==> src/cmqc_map.svh <==
`ifndef CMQC_MAP_SVH
`define CMQC_MAP_SVH

// ***************************************************************
// timing figures
// ***************************************************************
// system clock period
`define CMQC_CLK_PERIOD_NS 10
// longest wait for an oscillator edge before a monitor fail
`define CMQC_MON_TIMEOUT_NS 1000
// check window length in vco clock edges
`define CMQC_CHECK_WINDOW 50000
// oscillator edges that make the oscillator good
`define CMQC_OSC_OK_EDGES 4096
// clock source change: oscillator edges, then pll edges
`define CMQC_SW_OSC_EDGES 4
`define CMQC_SW_PLL_EDGES 4

// ***************************************************************
// counter widths
// ***************************************************************
`define CMQC_MON_W 8
`define CMQC_WIN_W 16
`define CMQC_OSC_W 13
`define CMQC_SW_W 3

`endif

==> src/cmqc_pkg.sv <==
`default_nettype none
`include "cmqc_map.svh"

package cmqc_pkg;

  // ***************************************************************
  // state types
  // ***************************************************************
  typedef enum logic [0:0] {CMQC_CHK_IDLE, CMQC_CHK_RUN} cmqc_chk_e;

  typedef enum logic [1:0] {CMQC_SW_IDLE, CMQC_SW_OSC, CMQC_SW_PLL}
    cmqc_sw_e;

  typedef struct packed {
    logic [`CMQC_MON_W-1:0] mon_cnt;
    logic fail;
    logic sys_rst;
    logic self_clk;
    cmqc_chk_e chk;
    logic [`CMQC_WIN_W-1:0] win_cnt;
    logic [`CMQC_OSC_W-1:0] osc_cnt;
    logic osc_ok;
    cmqc_sw_e sw;
    logic [`CMQC_SW_W-1:0] sw_cnt;
    logic sw_done;
  } cmqc_state_s;

  typedef struct packed {
    logic prev;
    logic rise;
  } cmqc_edge_s;

endpackage

`default_nettype wire

==> src/cmqc_edge_det.sv <==
`timescale 1ns/1ps
`default_nettype none

// ***************************************************************
// rising edge detector for a sampled clock level
// ***************************************************************
module cmqc_edge_det
  import cmqc_pkg::*;
(
  input wire logic clock,  // system clock
  input wire logic nrst,   // async reset, active low
  input wire logic level,  // sampled clock level
  output logic rise        // one-cycle pulse per rising edge
);

  cmqc_edge_s q;
  cmqc_edge_s next_q;

  always_comb begin
    next_q.prev = level;
    next_q.rise = level & ~q.prev;
  end

  always_ff @(posedge clock or negedge nrst) begin
    if (!nrst) begin
      q <= '0;
    end else begin
      q <= next_q;
    end
  end

  assign rise = q.rise;

endmodule

`default_nettype wire

==> src/cmqc_top.sv <==
`timescale 1ns/1ps
`default_nettype none
`include "cmqc_map.svh"

module cmqc_top
  import cmqc_pkg::*;
#(
  parameter int CHECK_WINDOW = `CMQC_CHECK_WINDOW,
  parameter int OSC_OK_EDGES = `CMQC_OSC_OK_EDGES
) (
  input wire logic CLOCK,                  // system clock, 100 MHz
  input wire logic NRST,                   // async reset, active low
  input wire logic OSCILLATOR_CLOCK,       // sampled oscillator clock
  input wire logic PLL_CLOCK,              // sampled vco clock at min freq
  input wire logic MONITOR_ENABLE,         // supervision on
  input wire logic SELF_CLOCK_MODE_ENABLE, // fail enters self-clock mode
  input wire logic LOW_VOLTAGE_RESET,      // low-voltage reset event
  input wire logic STOP_WAKEUP,            // wake-up from full stop
  input wire logic SRC_SWITCH_REQ,         // request clock source change
  output logic MONITOR_FAIL,               // pulse: monitor fail event
  output logic SYSTEM_RESET,               // pulse: reset on fail, self-clock mode off
  output logic SELF_CLOCK_MODE,            // level: running on self clock
  output logic CHECK_ACTIVE,               // level: quality check running
  output logic OSC_OK,                     // level: oscillator judged good
  output logic CLOCK_FREEZE,               // level: clocks frozen
  output logic CPU_HALT,                   // level: processor halted
  output logic SRC_SWITCH_DONE             // pulse: source change finished
);

  // ***************************************************************
  // constants
  // ***************************************************************
  localparam int MON_CYC_I = `CMQC_MON_TIMEOUT_NS / `CMQC_CLK_PERIOD_NS;
  localparam int MON_CYC = (MON_CYC_I < 1) ? 1 : MON_CYC_I;
  localparam logic [`CMQC_MON_W-1:0] MON_LAST =
    `CMQC_MON_W'(MON_CYC - 1);
  localparam logic [`CMQC_WIN_W-1:0] WIN_LAST =
    `CMQC_WIN_W'(CHECK_WINDOW - 1);
  localparam logic [`CMQC_OSC_W-1:0] OSC_LAST =
    `CMQC_OSC_W'(OSC_OK_EDGES - 1);
  localparam logic [`CMQC_SW_W-1:0] SW_OSC_LAST =
    `CMQC_SW_W'(`CMQC_SW_OSC_EDGES - 1);
  localparam logic [`CMQC_SW_W-1:0] SW_PLL_LAST =
    `CMQC_SW_W'(`CMQC_SW_PLL_EDGES - 1);

  // ***************************************************************
  // edge detection
  // ***************************************************************
  logic osc_rise;
  logic vco_rise;

  cmqc_edge_det u_osc_edge (
    .clock(CLOCK),
    .nrst(NRST),
    .level(OSCILLATOR_CLOCK),
    .rise(osc_rise)
  );

  cmqc_edge_det u_vco_edge (
    .clock(CLOCK),
    .nrst(NRST),
    .level(PLL_CLOCK),
    .rise(vco_rise)
  );

  // ***************************************************************
  // state
  // ***************************************************************
  cmqc_state_s q;
  cmqc_state_s next_q;
  logic timeout;
  logic trigger;

  always_comb begin
    next_q = q;
    next_q.fail = 1'b0;
    next_q.sys_rst = 1'b0;
    next_q.sw_done = 1'b0;
    // clock monitor
    timeout = MONITOR_ENABLE && !osc_rise && (q.mon_cnt == MON_LAST);
    if (!MONITOR_ENABLE || osc_rise || timeout) begin
      next_q.mon_cnt = '0;
    end else begin
      next_q.mon_cnt = q.mon_cnt + 1'b1;
    end
    if (timeout) begin
      next_q.fail = 1'b1;
      if (SELF_CLOCK_MODE_ENABLE) begin
        next_q.self_clk = 1'b1;
      end else begin
        next_q.sys_rst = 1'b1;
      end
    end
    // clock quality checker
    trigger = LOW_VOLTAGE_RESET || STOP_WAKEUP || timeout;
    if (trigger) begin
      next_q.chk = CMQC_CHK_RUN;
      next_q.win_cnt = '0;
      next_q.osc_cnt = '0;
      next_q.osc_ok = 1'b0;
    end else if (q.chk == CMQC_CHK_RUN) begin
      if (osc_rise && q.osc_cnt == OSC_LAST) begin
        next_q.chk = CMQC_CHK_IDLE;
        next_q.osc_ok = 1'b1;
        next_q.self_clk = 1'b0;
      end else begin
        if (osc_rise) begin
          next_q.osc_cnt = q.osc_cnt + 1'b1;
        end
        if (vco_rise) begin
          if (q.win_cnt == WIN_LAST) begin
            next_q.win_cnt = '0;
            next_q.osc_cnt = '0;
          end else begin
            next_q.win_cnt = q.win_cnt + 1'b1;
          end
        end
      end
    end
    // clock source change freeze
    unique case (q.sw)
      CMQC_SW_IDLE: begin
        if (SRC_SWITCH_REQ) begin
          next_q.sw = CMQC_SW_OSC;
          next_q.sw_cnt = '0;
        end
      end
      CMQC_SW_OSC: begin
        if (osc_rise) begin
          if (q.sw_cnt == SW_OSC_LAST) begin
            next_q.sw = CMQC_SW_PLL;
            next_q.sw_cnt = '0;
          end else begin
            next_q.sw_cnt = q.sw_cnt + 1'b1;
          end
        end
      end
      CMQC_SW_PLL: begin
        if (vco_rise) begin
          if (q.sw_cnt == SW_PLL_LAST) begin
            next_q.sw = CMQC_SW_IDLE;
            next_q.sw_done = 1'b1;
          end else begin
            next_q.sw_cnt = q.sw_cnt + 1'b1;
          end
        end
      end
      default: begin
        next_q.sw = CMQC_SW_IDLE;
      end
    endcase
  end

  // power-on reset itself starts the first check window
  always_ff @(posedge CLOCK or negedge NRST) begin
    if (!NRST) begin
      q <= '{chk: CMQC_CHK_RUN, sw: CMQC_SW_IDLE, default: '0};
    end else begin
      q <= next_q;
    end
  end

  // ***************************************************************
  // outputs
  // ***************************************************************
  assign MONITOR_FAIL = q.fail;
  assign SYSTEM_RESET = q.sys_rst;
  assign SELF_CLOCK_MODE = q.self_clk;
  assign CHECK_ACTIVE = (q.chk == CMQC_CHK_RUN);
  assign OSC_OK = q.osc_ok;
  assign CLOCK_FREEZE = (q.sw != CMQC_SW_IDLE);
  assign CPU_HALT = (q.sw != CMQC_SW_IDLE);
  assign SRC_SWITCH_DONE = q.sw_done;
endmodule

`default_nettype wire

==> config.mk <==
export PLATFORM = sky130hd
export DESIGN_NAME = cmqc_top
export DESIGN_NICKNAME = d
export VERILOG_FILES = /design/src/cmqc_pkg.sv /design/src/cmqc_edge_det.sv /design/src/cmqc_top.sv
export VERILOG_INCLUDE_DIRS = /design/src
export SDC_FILE = /design/constraint.sdc
export NUM_CORES = 1
export LEC_CHECK = 0
export BUFFER_PORTS_ARGS = -buffer_cell sky130_fd_sc_hd__buf_4
export CORE_ASPECT_RATIO = 2
export CORE_MARGIN = 3
export CORE_UTILIZATION = 40
export DETAILED_ROUTE_END_ITERATION = 12
export HOLD_SLACK_MARGIN = 0.02
export PLACE_DENSITY = 0.68
export RECOVER_POWER = 100
export SYNTH_ARGS = -nofsm -noshare
export SYNTH_HDL_FRONTEND = slang
export SYNTH_SLANG_ARGS = --single-unit
==> constraint.sdc <==
create_clock -name CLOCK -period 2.03 [get_ports CLOCK]
set_input_delay 0.406 -clock CLOCK [delete_from_list [all_inputs] [get_ports CLOCK]]
set_output_delay 0.406 -clock CLOCK [all_outputs]
set_load 0.01 [all_outputs]
==> out/qor.txt, run 1 <==
hold_sp: OSCILLATOR_CLOCK
clock-pin transition on the worst setup and hold timing paths: 0.07 ns
Worst Hold Class: in2reg
Slew HR: 12.86%
Yosys top cell by area: dfrtp_1
CTS Hold Bufs: 0
Multi-input gate area: 0.001474 mm2
area grow syn2layout: 27.08%
failing checks: negative setup slack
launch instance of the worst register-to-register path: q[41]$_DFF_PN0_
dpl hpwl: 4732 um
Setup CP Type: reg2reg
final setup vio count: 6
Synth Instances: 292
CTS HTree Levels: 2
via/cell ratio: 5.694
fin crit share: 103.6%
number of global-route vias before repair: 2591
DR pass1 iterations: 4
Pins Over Slew Limit: 0
Leakage: 1.546 nW
Placed Cells incl. Taps: 422
n_diodes: 0
Async SR Flop Fraction: 100.0%
Max FO, Critical Path: 11
unique cell type count in the Yosys netlist: 49
CP Launch Type: flop
clk buf depth: 2
layout cell share with drive strength beyond 1: 28.29%
Final WS setup: -0.07398 ns
CP cell instances: ha_2, nor3b_4, nor4bb_4, buf_4, or3_4, or4_1, nand3_1
Synth Warn #: 0
critical path's slowest cell: or4_1
largest cells by area after synthesis: dfrtp_1, ha_1, a31oi_1, nand2_1, nand3_1
crit path launch: q[41]$_DFF_PN0_
number of synthesized flops with an enable pin: 0
Row Count: 42
outcome: finished, violations left
Final Non-Filler Cells: 438
Hold Fails Final Rpt: 0
WL/cell: 14.90 um
pin count of the biggest net entering global routing: 53
Hold Path Depth: 1
antenna violations before repair: 0
RSZ-0062 raised after global routing: yes
Reg2Reg Depth: 7
Inserted Clock Buffers: 5
core area: 0.006726 mm2
Critical Path AT: 2.33 ns
initial core utilization: 41.56%
GRT Overall Usage: 16.82%
Die ar.: 0.008088 mm2
ys flop type: dfrtp_1
Sinks on Clock Net: 52
Seq/Total Area, Yosys: 46.60%
root buffer cell: clkbuf_16
CTS tree: yes
Overflow after GRT: 0
Final #Nets: 369
Place WS: -0.06209 ns
vias: 2494
fmax: 475.3 MHz
worst-margin pin slew: 1.307 ns
FF+latch area: 0.001303 mm2
final instance area: 0.003552 mm2
Worst VDD drop: 0.6637 mV
initial detailed-routing violation count: 237
crit path time final: 2.104 ns
total wire length: 6528 um
#FFs+latches synth: 52
port bufs: 16
# DRC: 0
first-pass GRT wire length: 11150 um
Skew-Pair Late Insertion Delay: 0.29 ns
filler cell count: 651
Max stage delay on crit path: 0.48 ns
Die W: 65.11 um
Crit path required time: 2.25 ns
Power per Cell Area: 662.6 mW/mm2
Final Skew: 0.008739 ns
Routed Antenna Nets: 0
syn_nets: 312
hold_ws: 0.2563 ns
gpl congestion: 0.8377
Cell Area, Placed: 0.003252 mm2
Synth top area share: 45.66%
Die H: 124.2 um
max cap viols: 0
IO Pins: 17
Mapped Avg Cell Area: 9.573 um2
total power: 0.002354 W
Crit. End Element: flop
Post-Syn Area: 0.002795 mm2
## cells in the final DEF, fill, tap and decap left out, types with 3 or more instances in the layout
| master | count |
|---|---|
| nand2_1 | 29 |
| clkbuf_16 | 5 |
| ha_1 | 9 |
| a31oi_1 | 21 |
| or3_1 | 12 |
| a21oi_1 | 11 |
| dfrtp_1 | 51 |
| inv_1 | 15 |
| nor2_1 | 17 |
| or4_4 | 5 |
| and2_1 | 3 |
| and3_1 | 6 |
| nand3_1 | 17 |
| xnor2_1 | 4 |
| nor3_1 | 4 |
| a21oi_2 | 5 |
| o31ai_1 | 5 |
| buf_4 | 50 |
| o21ai_0 | 14 |
| nand4_1 | 13 |
## critical path, delay by kind of cell, from the launching register on
kind / cells / cell delay, ns
buf+inv: 1 / 0.16
flops: 1 / 0.40
fa+ha+maj: 1 / 0.19
simple gates: 5 / 1.29
## path summary, 6_finish.rpt
kind / to / slack (ns)
setup / recovery: q[31]$_DFFE_PN0P_ / -0.07
min in group asynchronous: q[28]$_DFFE_PN0P_ / 0.40
hold reg to reg: u_vco_edge.rise$_DFF_PN0_ / 0.40
hold / removal: u_osc_edge.q[1]$_DFF_PN0_ / 0.26
setup reg to reg: q[31]$_DFFE_PN0P_ / -0.07
max in group asynchronous: q[2]$_DFFE_PN0P_ / 0.84
## final cells by class
cell class,instances,share of cell area [%]
Multi-Input combinational cell,216,41.49
Sequential cell,52,36.67
Timing Repair Buffer,59,13.10
Clock buffer,5,3.522
Tap cell,88,3.100
Inverter,15,1.585
Clock inverter,3,0.5284
## power by group
part | total (W) | leakage (nW) | internal, W | switching [W]
combinational | 0.000412 | 0.762 | 0.000181 | 0.000231
sequential | 0.00111 | 0.710 | 0.00108 | 0.0000347
clock | 0.000829 | 0.0736 | 0.000455 | 0.000374
## state kept, by name, summed over array words and instances (netlist names)
name             flops
q                   42
CHECK_ACTIVE         1
MONITOR_FAIL         1
OSC_OK               1
SELF_CLOCK_MODE      1
SRC_SWITCH_DONE      1
SYSTEM_RESET         1
u_osc_edge.q         1
u_osc_edge.rise      1
u_vco_edge.q         1
u_vco_edge.rise      1
## metrics by stage
step                       TNS, ns  util, %
final                      -0.1453    52.81
after floorplan                  0        -
after global placement    -0.01585    48.34
after global routing        -1.425    52.81
after detailed placement   -0.2009    48.34
after CTS                 -0.01218    50.99
## synth_stat cells (all sizes together) (2+ instances only)
master	instances
nor2b	2
o31ai	5
and2	3
nand4	13
clkbuf	2
a41oi	2
or4bb	2
and4	2
or4	7
or2	2
nand3	17
nor4	2
buf	7
o21ai	16
and3	7
inv	15
xnor2	4
nand2b	2
ha	11
a211oi	2
nor2	17
a21oi	16
o31a	2
or3	13
nand2	30
a31oi	21
nor3	5
dfrtp	51
xor2	2
## logic make-up after synthesis
group           synth area share [%]
simple gates                   26.68
compound gates                 15.22
flops                          46.60
buf+inv                        4.297
fa+ha+maj                      4.924
xor+xnor                       1.880
mux                           0.4028
## what timing repair did
item,4_1_cts,5_1_grt
setup buffers,4,5
pin swaps,3,9
setup endpoints to repair,6,20
resized for setup,2,25
## metal layers
metal,global-route usage (%),vias to the layer above,part of all wire [%]
li1,-,1190,-
met1,17.77,1243,38
met2,31.88,48,58
met3,2.260,13,2.7
met4,6.968,0,1.8
met5,0,-,0
Power figures use the tool's default switching activity.
==> run 2, diff against run 1 <==
CORE_ASPECT_RATIO = 1.5   (was 2)
GPL_TIMING_DRIVEN = 0   (was default)
==> run 2 against run 1 <==
The run still ends with negative setup slack left. Utilization decreased by 0.62 points. Total power is 7.6% lower. Non-clock buffer count is 14 lower. Sequential power hardly changed. Die area decreased by 0.50%. Via count fell by 1.4%. Routed wire length grew 2.3%. Largest cell class unchanged.
==> out/qor.txt, run 2 (synthesis results as in run 1) <==
outcome: finished, violations left
failing checks: negative setup slack
Inserted Clock Buffers: 5 (unchanged)
Power per Cell Area: 629.6 mW/mm2 (-5.0%)
CTS tree: yes
most common cell after layout, fill and taps aside: dfrtp_1
CTS HTree Levels: 2 (unchanged)
via/cell ratio: 5.968 (+4.8%)
Slew HR: 12.36% (-0.49 points)
Worst Hold Class: in2reg
Final Non-Filler Cells: 412 (-5.9%)
IO Pins: 17 (unchanged)
total wire length: 6679 um (+2.3%)
root buffer cell: clkbuf_8
GRT Overall Usage: 16.71% (-0.10 points)
crit path time final: 2.111 ns (+0.006944 ns)
launch instance of the worst register-to-register path: q[40]$_DFF_PN0_
crit path launch: q[40]$_DFF_PN0_
max cap viols: 0 (unchanged)
initial detailed-routing violation count: 185 (-22%)
Crit path required time: 2.27 ns (+0.02 ns)
vias: 2459 (-1.4%)
Leakage: 1.448 nW (-6.3%)
Reg-to-Reg End: q[22]$_DFFE_PN0P_
Place WS: -0.1924 ns (-0.1303 ns)
Crit. End Element: flop
antenna violations before repair: 0 (unchanged)
fin crit share: 104.0% (+0.34 points)
Setup CP Type: reg2reg
Metal-1 WL: 2684 um (+8.3%)
fmax: 473.7 MHz (-0.33%)
max FFs per register: 42 (unchanged)
Reg2Reg Depth: 8 (+1)
CP Capture Point: q[22]$_DFFE_PN0P_
Critical Path AT: 2.35 ns (+0.02 ns)
top layer in use: met4
CP Launch Type: flop
Placed Cells incl. Taps: 384 (-9.0%)
Skew-Pair Late Insertion Delay: 0.31 ns (+0.02 ns)
pin count of the biggest net entering global routing: 53 (unchanged)
dpl hpwl: 4358 um (-7.9%)
port bufs: 16 (unchanged)
# DRC: 0 (unchanged)
CTS Hold Bufs: 0 (unchanged)
Die W: 74.26 um (+14%)
Pins Over Slew Limit: 0 (unchanged)
Die H: 108.4 um (-13%)
met2 WL: 3525 um (-6.1%)
worst reg2reg setup slack: -0.08 ns (about the same)
metal3 WL: 284 um (+63%)
hold_sp: PLL_CLOCK
clk buf depth: 2 (unchanged)
worst-margin pin slew: 1.315 ns (+0.007405 ns)
WL/cell: 16.21 um (+8.8%)
final setup vio count: 14 (+8)
largest reg by FF count: q
Die ar.: 0.008048 mm2 (-0.50%)
Final #Nets: 355 (-3.8%)
first-pass GRT wire length: 10580 um (-5.1%)
Final Skew: 0.01296 ns (+0.004223 ns)
area grow syn2layout: 23.63%
Final WS setup: -0.08092 ns (-0.006945 ns)
layout cell share with drive strength beyond 1: 30.06% (+1.8 points)
n_diodes: 0 (unchanged)
Row Count: 36 (-14%)
final instance area: 0.003456 mm2 (-2.7%)
RSZ-0062 raised after global routing: yes
core area: 0.006621 mm2 (-1.6%)
clock-pin transition on the worst setup and hold timing paths: 0.10 ns (+0.03 ns)
commonest non-fill, non-tap cells in the layout: dfrtp_1, buf_4, nand2_1
Worst VDD drop: 0.4860 mV (-27%)
DR pass1 iterations: 4 (unchanged)
setup TNS: -0.6487 ns (-0.5035 ns)
gpl congestion: 0.9234 (+10%)
Max FO, Critical Path: 5 (-6)
Sinks on Clock Net: 52 (unchanged)
Overflow after GRT: 0 (unchanged)
Cell Area, Placed: 0.003013 mm2 (-7.3%)
Hold Fails Final Rpt: 0 (unchanged)
number of global-route vias before repair: 2350 (-9.3%)
initial core utilization: 42.21% (+0.66 points)
Routed Antenna Nets: 0 (unchanged)
run 2: cell count changes in the layout (fill, tap and decap cells not counted), sizes merged:
cell / delta
buf: -13
clkinv: -2
clkbuf: -1
clkinvlp: +1
inv: +1
run 2: cell type report:
type,instances,area [um2]
clock inverters,3,21.27
flip-flops and latches,52,1304
clock buffers,5,68.82
repair buffers,36,279.0
inverters,15,56.30
well taps,76,95.09
multi-input cells,216,1548
fillers,580,3166
plain buffers,9,83.83
run 2: worst min path at each step:
stage / endpoint / slack [ns] / cells past startpoint
2_1_floorplan: MONITOR_FAIL$_DFF_PN0_ / 0.11 / 0
3_3_place_gp: u_osc_edge.rise$_DFF_PN0_ / 0.38 / 1
3_5_place_dp: u_osc_edge.rise$_DFF_PN0_ / 0.39 / 1
4_1_cts: q[22]$_DFFE_PN0P_ / 0.14 / 1
5_1_grt: u_vco_edge.q[1]$_DFF_PN0_ / 0.21 / 1
6_report: u_vco_edge.q[1]$_DFF_PN0_ / 0.22 / 1
run 2: timing repair:
item | 4_1_cts | 5_1_grt
endpoints found under the setup margin | 28 | 33
pin swaps | 9 | 13
gates cloned | 1 | 3
gates resized for setup | 14 | 45
buffers inserted | 6 | 10
run 2: per-stage QoR:
step | hold slack (ns) | utilization [%] | power [W]
floorplan | 0.1104 | - | 0.001383
global placement | 0.3834 | 45.50 | 0.001512
detailed placement | 0.3937 | 45.50 | 0.001522
CTS | 0.1426 | 48.37 | 0.002155
global route | 0.2081 | 52.19 | 0.002305
finish | 0.2214 | 52.19 | 0.002176
run 2: report_power, final:
group	internal, W	total, W	switching, W
logic	0.000210	0.000450	0.000240
registers	0.00108	0.00111	0.0000366
clock network	0.000246	0.000612	0.000366
run 2: per-layer routing:
metal  up-vias  global-route usage (%)
met2        77                   28.93
met3        19                   2.977
li1       1165                       -
met4         0                   9.160
met1      1198                   18.99
met5         -                       0
run 2: critical path: stages, from the launching register on:
cell      delay, ns
dfrtp_1        0.40
ha_2           0.21
nor3b_4        0.15
nor4bb_4       0.16
buf_6          0.14
or3_4          0.35
buf_6          0.14
or3_1          0.29
a31oi_1        0.19
==> run 3, diff against run 2 <==
CTS_CLUSTER_SIZE = 10   (was default)
SKIP_CTS_REPAIR_TIMING = 1   (was default)
==> run 3 against run 2 <==
The flow still finishes with violations (negative setup slack). First-iteration DRC count is 15% lower. Register-to-register slack worse by 0.08 ns. Sequential cell count stayed put. Non-clock buffer count is 7 lower. Final area down 4.7%. Total power decreased by 1.1%. Clock-buffer cell count is the same. Via count decreased by 1.7%. Worst hold slack improved by 0.0019 ns. Critical path depth unchanged. Critical endpoint unchanged.
==> out/qor.txt, run 3 (synthesis results as in run 1) <==
Leakage: 1.382 nW (-4.5%)
Power per Cell Area: 653.1 mW/mm2 (+3.7%)
Final #Nets: 348 (-2.0%)
Die ar.: 0.008048 mm2 (unchanged)
area grow syn2layout: 17.82%
Pins Over Slew Limit: 0 (unchanged)
pin count of the biggest net entering global routing: 53 (unchanged)
total wire length: 6277 um (-6.0%)
gpl congestion: 0.9234 (unchanged)
Die W: 74.26 um (unchanged)
Final WS setup: -0.1607 ns (-0.07981 ns)
Skew-Pair Late Insertion Delay: 0.31 ns (about the same)
Reg-to-Reg End: q[22]$_DFFE_PN0P_
met2 WL: 3324 um (-5.7%)
layout cell share with drive strength beyond 1: 21.88% (-8.2 points)
CTS HTree Levels: 2 (unchanged)
max cap viols: 0 (unchanged)
worst reg2reg setup slack: -0.16 ns (-0.08 ns)
Inserted Clock Buffers: 5 (unchanged)
Overflow after GRT: 0 (unchanged)
hold_sp: PLL_CLOCK
launch instance of the worst register-to-register path: q[40]$_DFF_PN0_
initial core utilization: 42.21% (unchanged)
endpoint with the worst hold slack: u_vco_edge.q[1]$_DFF_PN0_
most common cell after layout, fill and taps aside: dfrtp_1
worst-margin pin slew: 1.314 ns (-0.0002377 ns)
Final Skew: 0.01234 ns (-0.0006250 ns)
CP Launch Type: flop
Crit path required time: 2.26 ns (about the same)
root buffer cell: clkbuf_8
Worst Hold Class: in2reg
Routed Antenna Nets: 0 (unchanged)
outcome: finished, violations left
core area: 0.006621 mm2 (unchanged)
dpl hpwl: 4358 um (unchanged)
Sinks on Clock Net: 52 (unchanged)
fmax: 456.5 MHz (-3.6%)
WL/cell: 15.50 um (-4.4%)
Worst VDD drop: 0.4753 mV (-2.2%)
antenna violations before repair: 0 (unchanged)
# DRC: 0 (unchanged)
Hold Fails Final Rpt: 0 (unchanged)
failing checks: negative setup slack
final instance area: 0.003293 mm2 (-4.7%)
max FFs per register: 42 (unchanged)
Place WS: -0.1924 ns (unchanged)
Row Count: 36 (unchanged)
CTS tree: yes
first-pass GRT wire length: 10410 um (-1.6%)
Die H: 108.4 um (unchanged)
RSZ-0062 raised after global routing: yes
n_diodes: 0 (unchanged)
initial detailed-routing violation count: 157 (-15%)
Max FO, Critical Path: 10 (+5)
clock-pin transition on the worst setup and hold timing paths: 0.10 ns (about the same)
Hold Path Depth: 1 (unchanged)
Crit. End Element: flop
Final Non-Filler Cells: 405 (-1.7%)
top layer in use: met4
via/cell ratio: 5.968 (about the same)
port bufs: 16 (unchanged)
number of global-route vias before repair: 2323 (-1.1%)
IO Pins: 17 (unchanged)
crit path time final: 2.191 ns (+0.07981 ns)
Cell Area, Placed: 0.003013 mm2 (unchanged)
metal3 WL: 226 um (-20%)
commonest non-fill, non-tap cells in the layout: dfrtp_1, nand2_1, buf_4
GRT Overall Usage: 16.41% (-0.31 points)
fin crit share: 107.9% (+3.9 points)
final setup vio count: 23 (+9)
DR pass1 iterations: 4 (unchanged)
Slew HR: 12.38% (+0.016 points)
fin util: 49.74% (-2.5 points)
largest reg by FF count: q
Reg2Reg Depth: 8 (unchanged)
Metal-1 WL: 2580 um (-3.9%)
clk buf depth: 2 (unchanged)
Critical Path AT: 2.42 ns (+0.07 ns)
vias: 2417 (-1.7%)
Placed Cells incl. Taps: 384 (unchanged)
Setup CP Type: reg2reg
==> run 3: cell type report <==
type                            count  area, um2
Clock buffer                        5      68.82
Timing Repair Buffer               29      219.0
Multi-Input combinational cell    216       1454
Fill cell                         596       3328
Inverter                           15      56.30
Sequential cell                    52       1305
Clock inverter                      3      21.27
Buffer                              9      73.82
Tap cell                           76      95.09
==> run 3: per-stage QoR <==
| stage | hold WS, ns | TNS, ns | total power [W] |
|---|---|---|---|
| after floorplan | 0.1104 | 0 | 0.001383 |
| final | 0.2234 | -2.174 | 0.002151 |
| after CTS | 0.1427 | -3.894 | 0.002144 |
| after detailed placement | 0.3937 | -3.101 | 0.001522 |
| after global routing | 0.2081 | -4.783 | 0.002286 |
| after global placement | 0.3834 | -1.780 | 0.001512 |
==> run 3: per-layer routing <==
layer,track usage [%],up-vias
met5,0,-
met4,8.651,0
met3,2.884,12
met2,28.62,66
met1,18.62,1178
li1,-,1161
==> run 3: worst max-delay path, cell delays in order, from the launching register on <==
cell,delay (ns)
dfrtp_1,0.45
ha_4,0.19
nor3b_4,0.15
nor4bb_4,0.16
buf_6,0.14
or3_4,0.39
buf_6,0.15
or3_1,0.30
a31oi_1,0.19
==> run 3: how the worst max path moves through the flow <==
stage,end,cells after the start,slack (ns),start
floorplan,q[24]$_DFFE_PN0P_,8,0.02,q[40]$_DFF_PN0_
CTS,q[34]$_DFFE_PN0P_,7,-0.22,q[41]$_DFF_PN0_
finish,q[22]$_DFFE_PN0P_,8,-0.16,q[40]$_DFF_PN0_
global route,q[28]$_DFFE_PN0P_,8,-0.23,q[40]$_DFF_PN0_
global placement,q[34]$_DFFE_PN0P_,6,-0.16,STOP_WAKEUP
detailed placement,q[34]$_DFFE_PN0P_,7,-0.19,q[41]$_DFF_PN0_
==> run 3: where the power goes <==
part	internal [W]	switching [W]	leakage (nW)	total (W)
clock network	0.000245	0.000357	0.0445	0.000603
logic	0.000201	0.000232	0.631	0.000433
registers	0.00108	0.0000383	0.707	0.00112
total	0.00152	0.000628	1.38	0.00215
